`src/usbsd_pkg.sv`:
```
// Constants shared by the descriptor responder and its configuration memory.
// Assumes a byte-wide configuration image filled by an outside loader.
package usbsd_pkg;

    // Request descriptor type codes and fixed header bytes.
    localparam logic [7:0] DT_STRING     = 8'h03;
    localparam logic [7:0] DT_BOS        = 8'h0f;
    localparam logic [7:0] DT_DEVCAP     = 8'h10;
    localparam logic [7:0] LANG_LEN      = 8'h04;
    localparam logic [7:0] BOS_LEN       = 8'h05;
    localparam logic [7:0] EXT_LEN       = 8'h07;
    localparam logic [7:0] EXT_CAP_TYPE  = 8'h02;
    localparam logic [7:0] BOS_REPLY_LEN = 8'h0c;

    // Defaults used when the configuration image is not valid.
    localparam logic [15:0] BOS_TOTAL_DEF = 16'h0016;
    localparam logic [7:0]  BOS_CAPS_DEF  = 8'h02;
    localparam logic [31:0] EXT_ATTR_DEF  = 32'h0000_0006;
    // Attribute bits that may be set; bit 0, 7:5 and 31:16 read as zero.
    localparam logic [31:0] EXT_ATTR_MASK = 32'h0000_ff1e;

    // Image layout: language code and the string length/offset table.
    localparam logic [7:0] LANGID_ADDR  = 8'h23;
    localparam logic [7:0] STR_TBL_BASE = 8'h10;
    localparam int         NUM_STR      = 5;

    // Kinds of reply the engine can stream.
    typedef enum logic [1:0] {
        K_LANG = 2'b00,
        K_STR  = 2'b01,
        K_BOS  = 2'b10
    } usbsd_kind_e;

    // Reply engine states.
    typedef enum logic [1:0] {
        S_IDLE  = 2'b00,
        S_FETCH = 2'b01,
        S_LOAD  = 2'b10,
        S_SEND  = 2'b11
    } usbsd_state_e;

endpackage

```
`src/usbsd_cfg_if.sv`:
```
// Bundle between the responder and its configuration image memory.
// Assumes both ends run on the same clock.
`timescale 1ns/1ns
interface usbsd_cfg_if #(parameter int AW = 8);
    logic          wr_en;
    logic [AW-1:0] wr_addr;
    logic [7:0]    wr_data;
    logic          rd_en;
    logic [AW-1:0] rd_addr;
    logic [7:0]    rd_data;

    modport mem  (input wr_en, wr_addr, wr_data, rd_en, rd_addr,
                  output rd_data);
    modport user (output wr_en, wr_addr, wr_data, rd_en, rd_addr,
                  input rd_data);
endinterface

```
`src/usbsd_cfg_mem.sv`:
```
// Byte-wide image of the configuration memory with a registered read port.
// Assumes the owner gates accesses with the shared clock enable.
`timescale 1ns/1ns
module usbsd_cfg_mem
    import usbsd_pkg::*;
#(
    parameter int AW = 8
) (
    input  wire logic    clk,   // Block clock.
    input  wire logic    rst_n, // Synchronised reset, active low.
    input  wire logic    ce,    // Clock enable.
    usbsd_cfg_if.mem     bus    // Write and read port.
);
    logic [7:0] mem [2**AW];
    logic [7:0] rd_data_q;
    logic [7:0] rd_data_d;

    // Storage written by the loader; contents are undefined until written.
    always_ff @(posedge clk) begin
        if (ce && bus.wr_en) begin
            mem[bus.wr_addr] <= bus.wr_data;
        end
    end

    // Read data come out of a register one cycle after the request.
    always_comb begin
        rd_data_d = rd_data_q;
        if (bus.rd_en) begin
            rd_data_d = mem[bus.rd_addr];
        end
    end

    // Read register.
    always_ff @(posedge clk or negedge rst_n) begin
        if (!rst_n) begin
            rd_data_q <= 8'h00;
        end else if (ce) begin
            rd_data_q <= rd_data_d;
        end
    end

    assign bus.rd_data = rd_data_q;
endmodule

```
`src/usbsd_top.sv`:
```
// String, language and object-store descriptor responder.
// Assumes a control endpoint hands in decoded reads and takes bytes back.
`timescale 1ns/1ns
module usbsd_top
    import usbsd_pkg::*;
#(
    parameter int CFG_AW = 8
) (
    input  wire logic              clk,               // 100 MHz clock.
    input  wire logic              nrst,              // Async reset, low.
    input  wire logic              ce,                // Clock enable.
    input  wire logic              cfg_valid,         // Image valid, enabled.
    input  wire logic              cfg_wr_en,         // Image byte write.
    input  wire logic [CFG_AW-1:0] cfg_wr_addr,       // Image byte address.
    input  wire logic [7:0]        cfg_wr_data,       // Image byte value.
    input  wire logic [15:0]       bos_total_len_cfg, // Stored total length.
    input  wire logic [7:0]        bos_num_caps_cfg,  // Stored cap count.
    input  wire logic [31:0]       ext_attr_cfg,      // Stored attributes.
    input  wire logic              req_valid,         // Request pulse.
    input  wire logic [7:0]        req_type,          // Descriptor type.
    input  wire logic [7:0]        req_index,         // Descriptor index.
    input  wire logic [15:0]       req_length,        // Host length.
    input  wire logic              tx_ready,          // Endpoint takes byte.
    output logic                   tx_valid,          // Byte on offer.
    output logic [7:0]             tx_data,           // Reply byte.
    output logic                   tx_last,           // Final reply byte.
    output logic                   stall,             // Data stage stall.
    output logic                   busy               // Reply in progress.
);
    if (CFG_AW < 8 || CFG_AW > 16) begin : g_aw_check
        $error("CFG_AW must lie between 8 and 16.");
    end

    usbsd_cfg_if #(.AW(CFG_AW)) mem_bus ();

    logic         rst_meta_q;
    logic         rst_n_s;
    usbsd_state_e state_q, state_d;
    usbsd_kind_e  kind_q, kind_d;
    logic [7:0]   cnt_q, cnt_d;
    logic [7:0]   send_len_q, send_len_d;
    logic [7:0]   base_q, base_d;
    logic         use_mem_q, use_mem_d;
    logic [7:0]   str_len_q [NUM_STR];
    logic [7:0]   str_len_d [NUM_STR];
    logic [7:0]   str_ofs_q [NUM_STR];
    logic [7:0]   str_ofs_d [NUM_STR];
    logic         tx_valid_d, tx_last_d, stall_d, busy_d;
    logic [7:0]   tx_data_d;
    logic         any_str;
    logic [7:0]   desc_len;
    logic         refuse;
    logic [2:0]   sel;
    logic [15:0]  bos_total;
    logic [7:0]   bos_caps;
    logic [31:0]  ext_attr;

    // Reset is released through two flip-flops; assertion stays asynchronous.
    always_ff @(posedge clk or negedge nrst) begin
        if (!nrst) begin
            rst_meta_q <= 1'b0;
            rst_n_s    <= 1'b0;
        end else begin
            rst_meta_q <= 1'b1;
            rst_n_s    <= rst_meta_q;
        end
    end

    // Image address of a table entry: length first, offset second.
    function automatic logic [CFG_AW-1:0] tbl_addr(input int n,
                                                   input logic ofs);
        logic [7:0] a;
        a = STR_TBL_BASE + 8'(2 * n) + {7'h00, ofs};
        return CFG_AW'(a);
    endfunction

    // Generated byte of the object-store reply and its extension capability.
    function automatic logic [7:0] bos_byte(input logic [7:0] i,
                                            input logic [15:0] tot,
                                            input logic [7:0] caps,
                                            input logic [31:0] attr);
        logic [7:0] b;
        b = 8'h00;
        case (i)
            8'h00:   b = BOS_LEN;
            8'h01:   b = DT_BOS;
            8'h02:   b = tot[7:0];
            8'h03:   b = tot[15:8];
            8'h04:   b = caps;
            8'h05:   b = EXT_LEN;
            8'h06:   b = DT_DEVCAP;
            8'h07:   b = EXT_CAP_TYPE;
            8'h08:   b = attr[7:0];
            8'h09:   b = attr[15:8];
            8'h0a:   b = attr[23:16];
            8'h0b:   b = attr[31:24];
            default: b = 8'h00;
        endcase
        return b;
    endfunction

    // Shadow the string table by snooping image writes, so the existence
    // of every string is known without a memory read at request time.
    always_comb begin
        for (int n = 0; n < NUM_STR; n++) begin
            str_len_d[n] = str_len_q[n];
            str_ofs_d[n] = str_ofs_q[n];
            if (cfg_wr_en && cfg_wr_addr == tbl_addr(n, 1'b0)) begin
                str_len_d[n] = cfg_wr_data;
            end
            if (cfg_wr_en && cfg_wr_addr == tbl_addr(n, 1'b1)) begin
                str_ofs_d[n] = cfg_wr_data;
            end
        end
    end

    // String table shadow registers.
    always_ff @(posedge clk or negedge rst_n_s) begin
        if (!rst_n_s) begin
            for (int n = 0; n < NUM_STR; n++) begin
                str_len_q[n] <= 8'h00;
                str_ofs_q[n] <= 8'h00;
            end
        end else if (ce) begin
            for (int n = 0; n < NUM_STR; n++) begin
                str_len_q[n] <= str_len_d[n];
                str_ofs_q[n] <= str_ofs_d[n];
            end
        end
    end

    // Effective object-store fields: stored when valid, defaults otherwise.
    always_comb begin
        any_str = 1'b0;
        for (int n = 0; n < NUM_STR; n++) begin
            any_str = any_str | (str_len_q[n] != 8'h00);
        end
        bos_total = cfg_valid ? bos_total_len_cfg : BOS_TOTAL_DEF;
        bos_caps  = cfg_valid ? bos_num_caps_cfg : BOS_CAPS_DEF;
        ext_attr  = (cfg_valid ? ext_attr_cfg : EXT_ATTR_DEF)
                    & EXT_ATTR_MASK;
        sel       = 3'(req_index - 8'h01);
    end

    // Request decode: the requested language code is not an input at all.
    always_comb begin
        kind_d    = K_BOS;
        base_d    = 8'h00;
        desc_len  = BOS_REPLY_LEN;
        refuse    = 1'b0;
        if (req_type == DT_STRING && req_index == 8'h00) begin
            kind_d   = K_LANG;
            desc_len = LANG_LEN;
            refuse   = !cfg_valid || !any_str;
        end else if (req_type == DT_STRING) begin
            kind_d = K_STR;
            if (req_index > 8'(NUM_STR)) begin
                refuse = 1'b1;
            end else begin
                desc_len = str_len_q[sel];
                base_d   = str_ofs_q[sel];
                refuse   = !cfg_valid || str_len_q[sel] == 8'h00;
            end
        end else if (req_type != DT_BOS) begin
            refuse = 1'b1;
        end
    end

    // Reply engine: each byte is fetched, loaded, then held until taken.
    always_comb begin
        state_d    = state_q;
        cnt_d      = cnt_q;
        send_len_d = send_len_q;
        use_mem_d  = use_mem_q;
        tx_valid_d = tx_valid;
        tx_data_d  = tx_data;
        tx_last_d  = tx_last;
        stall_d    = 1'b0;
        busy_d     = busy;
        mem_bus.rd_en   = 1'b0;
        mem_bus.rd_addr = '0;
        case (state_q)
            S_IDLE: begin
                if (req_valid) begin
                    cnt_d = 8'h00;
                    if (req_length < {8'h00, desc_len}) begin
                        send_len_d = req_length[7:0];
                    end else begin
                        send_len_d = desc_len;
                    end
                    if (refuse) begin
                        stall_d = 1'b1;
                    end else if (req_length != 16'h0000) begin
                        busy_d  = 1'b1;
                        state_d = S_FETCH;
                    end
                end
            end
            S_FETCH: begin
                use_mem_d = 1'b0;
                if (kind_q == K_STR) begin
                    use_mem_d       = 1'b1;
                    mem_bus.rd_en   = 1'b1;
                    mem_bus.rd_addr = CFG_AW'(base_q + cnt_q);
                end else if (kind_q == K_LANG && cnt_q >= 8'h02) begin
                    use_mem_d       = 1'b1;
                    mem_bus.rd_en   = 1'b1;
                    mem_bus.rd_addr = CFG_AW'(LANGID_ADDR + cnt_q
                                              - 8'h02);
                end
                state_d = S_LOAD;
            end
            S_LOAD: begin
                if (use_mem_q) begin
                    tx_data_d = mem_bus.rd_data;
                end else if (kind_q == K_LANG) begin
                    tx_data_d = (cnt_q == 8'h00) ? LANG_LEN
                                                 : DT_STRING;
                end else begin
                    tx_data_d = bos_byte(cnt_q, bos_total, bos_caps,
                                         ext_attr);
                end
                tx_valid_d = 1'b1;
                tx_last_d  = (cnt_q == send_len_q - 8'h01);
                state_d    = S_SEND;
            end
            S_SEND: begin
                if (tx_ready) begin
                    tx_valid_d = 1'b0;
                    tx_last_d  = 1'b0;
                    cnt_d      = cnt_q + 8'h01;
                    if (tx_last) begin
                        busy_d  = 1'b0;
                        state_d = S_IDLE;
                    end else begin
                        state_d = S_FETCH;
                    end
                end
            end
            default: begin
                state_d = S_IDLE;
            end
        endcase
    end

    // Reply engine registers; kind and base only move when a request lands.
    always_ff @(posedge clk or negedge rst_n_s) begin
        if (!rst_n_s) begin
            state_q    <= S_IDLE;
            kind_q     <= K_LANG;
            base_q     <= 8'h00;
            cnt_q      <= 8'h00;
            send_len_q <= 8'h00;
            use_mem_q  <= 1'b0;
            tx_valid   <= 1'b0;
            tx_data    <= 8'h00;
            tx_last    <= 1'b0;
            stall      <= 1'b0;
            busy       <= 1'b0;
        end else if (ce) begin
            state_q    <= state_d;
            if (state_q == S_IDLE && req_valid) begin
                kind_q <= kind_d;
                base_q <= base_d;
            end
            cnt_q      <= cnt_d;
            send_len_q <= send_len_d;
            use_mem_q  <= use_mem_d;
            tx_valid   <= tx_valid_d;
            tx_data    <= tx_data_d;
            tx_last    <= tx_last_d;
            stall      <= stall_d;
            busy       <= busy_d;
        end
    end

    // Loader writes pass straight to the image.
    assign mem_bus.wr_en   = cfg_wr_en;
    assign mem_bus.wr_addr = cfg_wr_addr;
    assign mem_bus.wr_data = cfg_wr_data;

    usbsd_cfg_mem #(.AW(CFG_AW)) u_mem (
        .clk   (clk),
        .rst_n (rst_n_s),
        .ce    (ce),
        .bus   (mem_bus.mem)
    );
endmodule

```
`config.mk`:
```
export PLATFORM = sky130hd
export DESIGN_NAME = usbsd_top
export DESIGN_NICKNAME = d
export VERILOG_FILES = /design/src/usbsd_pkg.sv /design/src/usbsd_cfg_if.sv /design/src/usbsd_cfg_mem.sv /design/src/usbsd_top.sv
export SDC_FILE = /design/constraint.sdc
export NUM_CORES = 2
export LEC_CHECK = 0
export BUFFER_PORTS_ARGS = -buffer_cell sky130_fd_sc_hd__buf_4
export CELL_PAD_IN_SITES_DETAIL_PLACEMENT = 0
export CELL_PAD_IN_SITES_GLOBAL_PLACEMENT = 1
export CORE_ASPECT_RATIO = 1.4
export CORE_UTILIZATION = 31
export DETAILED_ROUTE_END_ITERATION = 6
export PLACE_DENSITY_LB_ADDON = 0.25
export SETUP_SLACK_MARGIN = 0.4
export SYNTH_ARGS = -nofsm -noshare
export SYNTH_HDL_FRONTEND = slang
export SYNTH_HIERARCHICAL = 1
export SYNTH_SLANG_ARGS = --single-unit
```
`constraint.sdc`:
```
create_clock -name clk -period 5 [get_ports clk]
set_input_delay 0.25 -clock clk [delete_from_list [all_inputs] [get_ports clk]]
set_output_delay 0.25 -clock clk [all_outputs]
set_load 0.005 [all_outputs]
```
==> flow_summary_export.csv <==
group,metric,value,unit
timing,fin_hold_ws,0.06631,ns
setup_path,crit_slowest_cell,"a211oi_1",
placed_design,dp_cells,8564,
setup_path,timing.rr.end,"u_mem/bus.rd_data[7]",
die,initial_core_util,31.24,%
clock_tree,clk_latency,0.89,ns
placed_design,port_buffers,102,
yosys,synth_largest_area_cell,"edfxtp_1",
setup_path,cpMostUsedCell,"buf_4",
detailed_routing,wl,268900,um
timing,setup_viol,0,
timing,min_period,4.512,ns
yosys,async_flop_share,6.012,%
pwr,ir_worst_vdd,262.4,uV
layout,layout-drive-gt1-share,24.11,%
layout,final_cell_mix,"edfxtp_1, buf_4, mux4_2",
yosys,synth_cell_types,95,
pwr,powerDensity,395.7,nW/um^2
die,rows,230,
die,die_w,451.9,um
timing,hold_viol,0,
global_routing,grt_pass1_vias,48510,
die,dieArea,285500,um^2
detailed_routing,dr_total_vias,47470,
timing,rsz0062_at_grt,"true",
layout,layout_commonest_cell,"edfxtp_1",
clock_tree,cts_buffer_depth,4,
yosys,yosysWarningCount,6,
yosys,synth_ff_type,"edfxtp_1",
yosys,ys_seq_elements,2179,
min_path,worstHoldStart,"ext_attr_cfg[9]",
detailed_routing,post_drt_wl_per_cell,29.85,um
pwr,power,40.45,mW
detailed_routing,remaining_drc_errors,0,
yosys,synthDominantCellAreaShare,70.02,%
setup_path,crit_type,"flip-flop to flip-flop",
clock_tree,cts_made_buffers,207,
yosys,synth_area_per_cell,18.68,um^2
detailed_routing,drt_iter0_markers,4045,
global_routing,antenna_found_initial,5,
die,core_area,281200,um^2
yosys,synth_seq_area_share,73.75,%
timing,fmax,221.6,MHz
yosys,synth_area_leaders,"edfxtp_1, mux4_2, dfrtp_1, mux2i_1, nor2_1",
setup_path,critPathLaunchType,"flip-flop",
global_routing,grt.total_usage,18.48,%
placed_design,dpl.hpwl,176600,um
min_path,hold_depth,6,
setup_path,crit_path_end_kind,"flip-flop",
setup_path,reg2reg_from,"cnt_q[0]",
setup_path,cp.arrival,5.25,ns
setup_path,worst-r2r-setup-slack,0.49,ns
timing,period_share,90.24,%
global_routing,overflow,0,
timing,worst_pin_slew,1.229,ns
pwr,p_leak,31.72,nW
yosys,synth-edff-count,2048,
flow_run,maxCapViolCount,0,
clock_tree,path_clk_slew,0.07,ns
min_path,hold_class,"primary input to flip-flop",
global_routing,grt_max_degree,138,
clock_tree,cts_tree,"yes",
yosys,netlist_area,87830,um^2
setup_path,r2r_cells,16,
timing,fin_skew,0.06205,ns
layout,syn_to_final_growth,16.38,%
clock_tree,cts_root_buf,"clkbuf_16",
setup_path,cp_cell_sequence,"ha_1 > fa_1 > a21o_1 > a21oi_2 > o21bai_1 > a21oi_1 > nor3b_1 > o311a_4 > buf_4 > nand2b_1 > buf_4 > a211oi_1 > buf_4 > a31oi_2 > nand3_1 > o31ai_2",
layout,finalNetCount,5265,
timing,max_slew_margin,17.31,%
global_routing,grt_first_pass_wirelength,376300,um
yosys,syn_nets,4839,
clock_tree,clkSinkCount,2179,
setup_path,cp_slowest_stage_delay,0.54,ns
detailed_routing,viasPerCell,5.269,
outcome,status,"completed",
die,die_h,631.8,um
min_path,min_to,"tx_data[1]",
placed_design,gp_congestion,0.8285,
die,ios,123,
detailed_routing,dr.pass1.iters,5,
detailed_routing,postRouteAntennaNets,0,
timing,drv_slew,0,
layout,final_cells,9010,
clock_tree,cts_max_level,4,
setup_path,crit_required,5.74,ns
yosys,netlist_instances,4701,
setup_path,worstPathMaxFanout,6,
-- per-stage QoR --
stage               setup WS, ns  utilization [%]  instance area, um^2  setup TNS (ns)
floorplan                  1.080                -                87830               0
global placement         -0.1247            33.66                94630         -0.1247
detailed placement      -0.01608            33.66                94640        -0.01608
CTS                       0.3916            36.26               102000               0
global route              0.3780            36.35               102200               0
finish                    0.4880            36.35               102200               0
-- sequential cells by signal (all words and copies together) (netlist names), 2 cells and up --
register           cells
base_q                 8
str_ofs_q             40
u_mem/bus.rd_data      8
state_q                2
cnt_q                  8
tx_data                8
send_len_q             8
u_mem/mem           2048
str_len_q             40
kind_q                 2
-- power by group --
group | total (mW) | switching [mW] | internal [mW]
Sequential | 20.3 | 0.217 | 20.1
Clock | 15.7 | 6.87 | 8.78
Combinational | 4.47 | 2.57 | 1.89
-- Yosys cell counts, drive strengths merged (5+ instances only) --
| cell type | number |
|---|---|
| edfxtp | 2048 |
| mux4 | 386 |
| nor2 | 328 |
| mux2i | 311 |
| nand2 | 164 |
| buf | 154 |
| clkbuf | 136 |
| dfrtp | 131 |
| o22ai | 124 |
| a22oi | 85 |
| mux2 | 83 |
| o21ai | 78 |
| a21oi | 77 |
| nand3 | 68 |
| a211oi | 58 |
| o221ai | 50 |
| nor3 | 37 |
| nand4 | 30 |
| inv | 29 |
| ha | 26 |
| nor4 | 24 |
| a31oi | 19 |
| and3 | 17 |
| and2 | 16 |
| nor2b | 16 |
| a21boi | 13 |
| nand2b | 13 |
| xnor2 | 13 |
| o31ai | 11 |
| or3 | 11 |
| a21o | 10 |
| o211ai | 10 |
| a2111oi | 9 |
| a22o | 9 |
| a211o | 8 |
| xor2 | 7 |
| a32oi | 6 |
| or3b | 6 |
| or4 | 6 |
| nand3b | 5 |
| o41ai | 5 |
-- worst max-delay path, delay by kind of cell, from the launching register on --
kind | cells | cell delay, ns
compound gates | 8 | 2.00
fa+ha+maj | 2 | 0.67
buf+inv | 3 | 0.63
flops | 1 | 0.43
simple gates | 3 | 0.64
-- routing by layer --
metal | share of wire [%] | global-route usage, % | up-vias
met5 | 0 | 0 | -
met4 | 4.1 | 7.017 | 0
met3 | 4.4 | 2.167 | 379
met2 | 53 | 33.66 | 1365
met1 | 39 | 22.16 | 25660
li1 | - | - | 20070
-- cells by family after synthesis --
family / after synthesis / share of synthesized area (%)
DFF: 2179 / 73.75
muxes: 780 / 14.57
and+or+nand+nor: 760 / 3.962
AOI/OAI and AO/OA: 614 / 4.831
buffers and inverters: 320 / 2.278
adders and majority gates: 27 / 0.3932
xor gates and xnor gates: 20 / 0.2080
other: 1 / 0.004270
-- worst max-delay path by stage --
stage,from,to,slack (ns),cells past startpoint
finish,cnt_q[0],u_mem/bus.rd_data[7],0.49,16
global route,cnt_q[0],u_mem/bus.rd_data[0],0.38,19
CTS,cnt_q[0],u_mem/bus.rd_data[3],0.39,17
detailed placement,cnt_q[6],u_mem/bus.rd_data[3],-0.02,17
global placement,cnt_q[0],u_mem/bus.rd_data[5],-0.12,16
floorplan,rst_n_s,base_q[0],1.08,0
-- layout make-up --
cell class                      count  area, um^2
Sequential cell                  2179       64780
Fill cell                       26110      178900
Multi-Input combinational cell   2202       21330
Inverter                           30       117.6
Tap cell                         3712        4644
Antenna cell                        2       5.005
Timing Repair Buffer              507        4750
Clock buffer                      263        5483
Clock inverter                    115        1097
-- timing repair --
| item | in CTS | in global routing |
|---|---|---|
| cloned | 1 | 3 |
| hold buffers | 48 | 0 |
| buffers inserted | 10 | 4 |
| hold endpoints to repair | 522 | 0 |
| pin swaps | 5 | 7 |
| gates resized for setup | 27 | 28 |
| endpoints found under the setup margin | 8 | 7 |
Note: power is estimated with default switching activity, not from simulation.
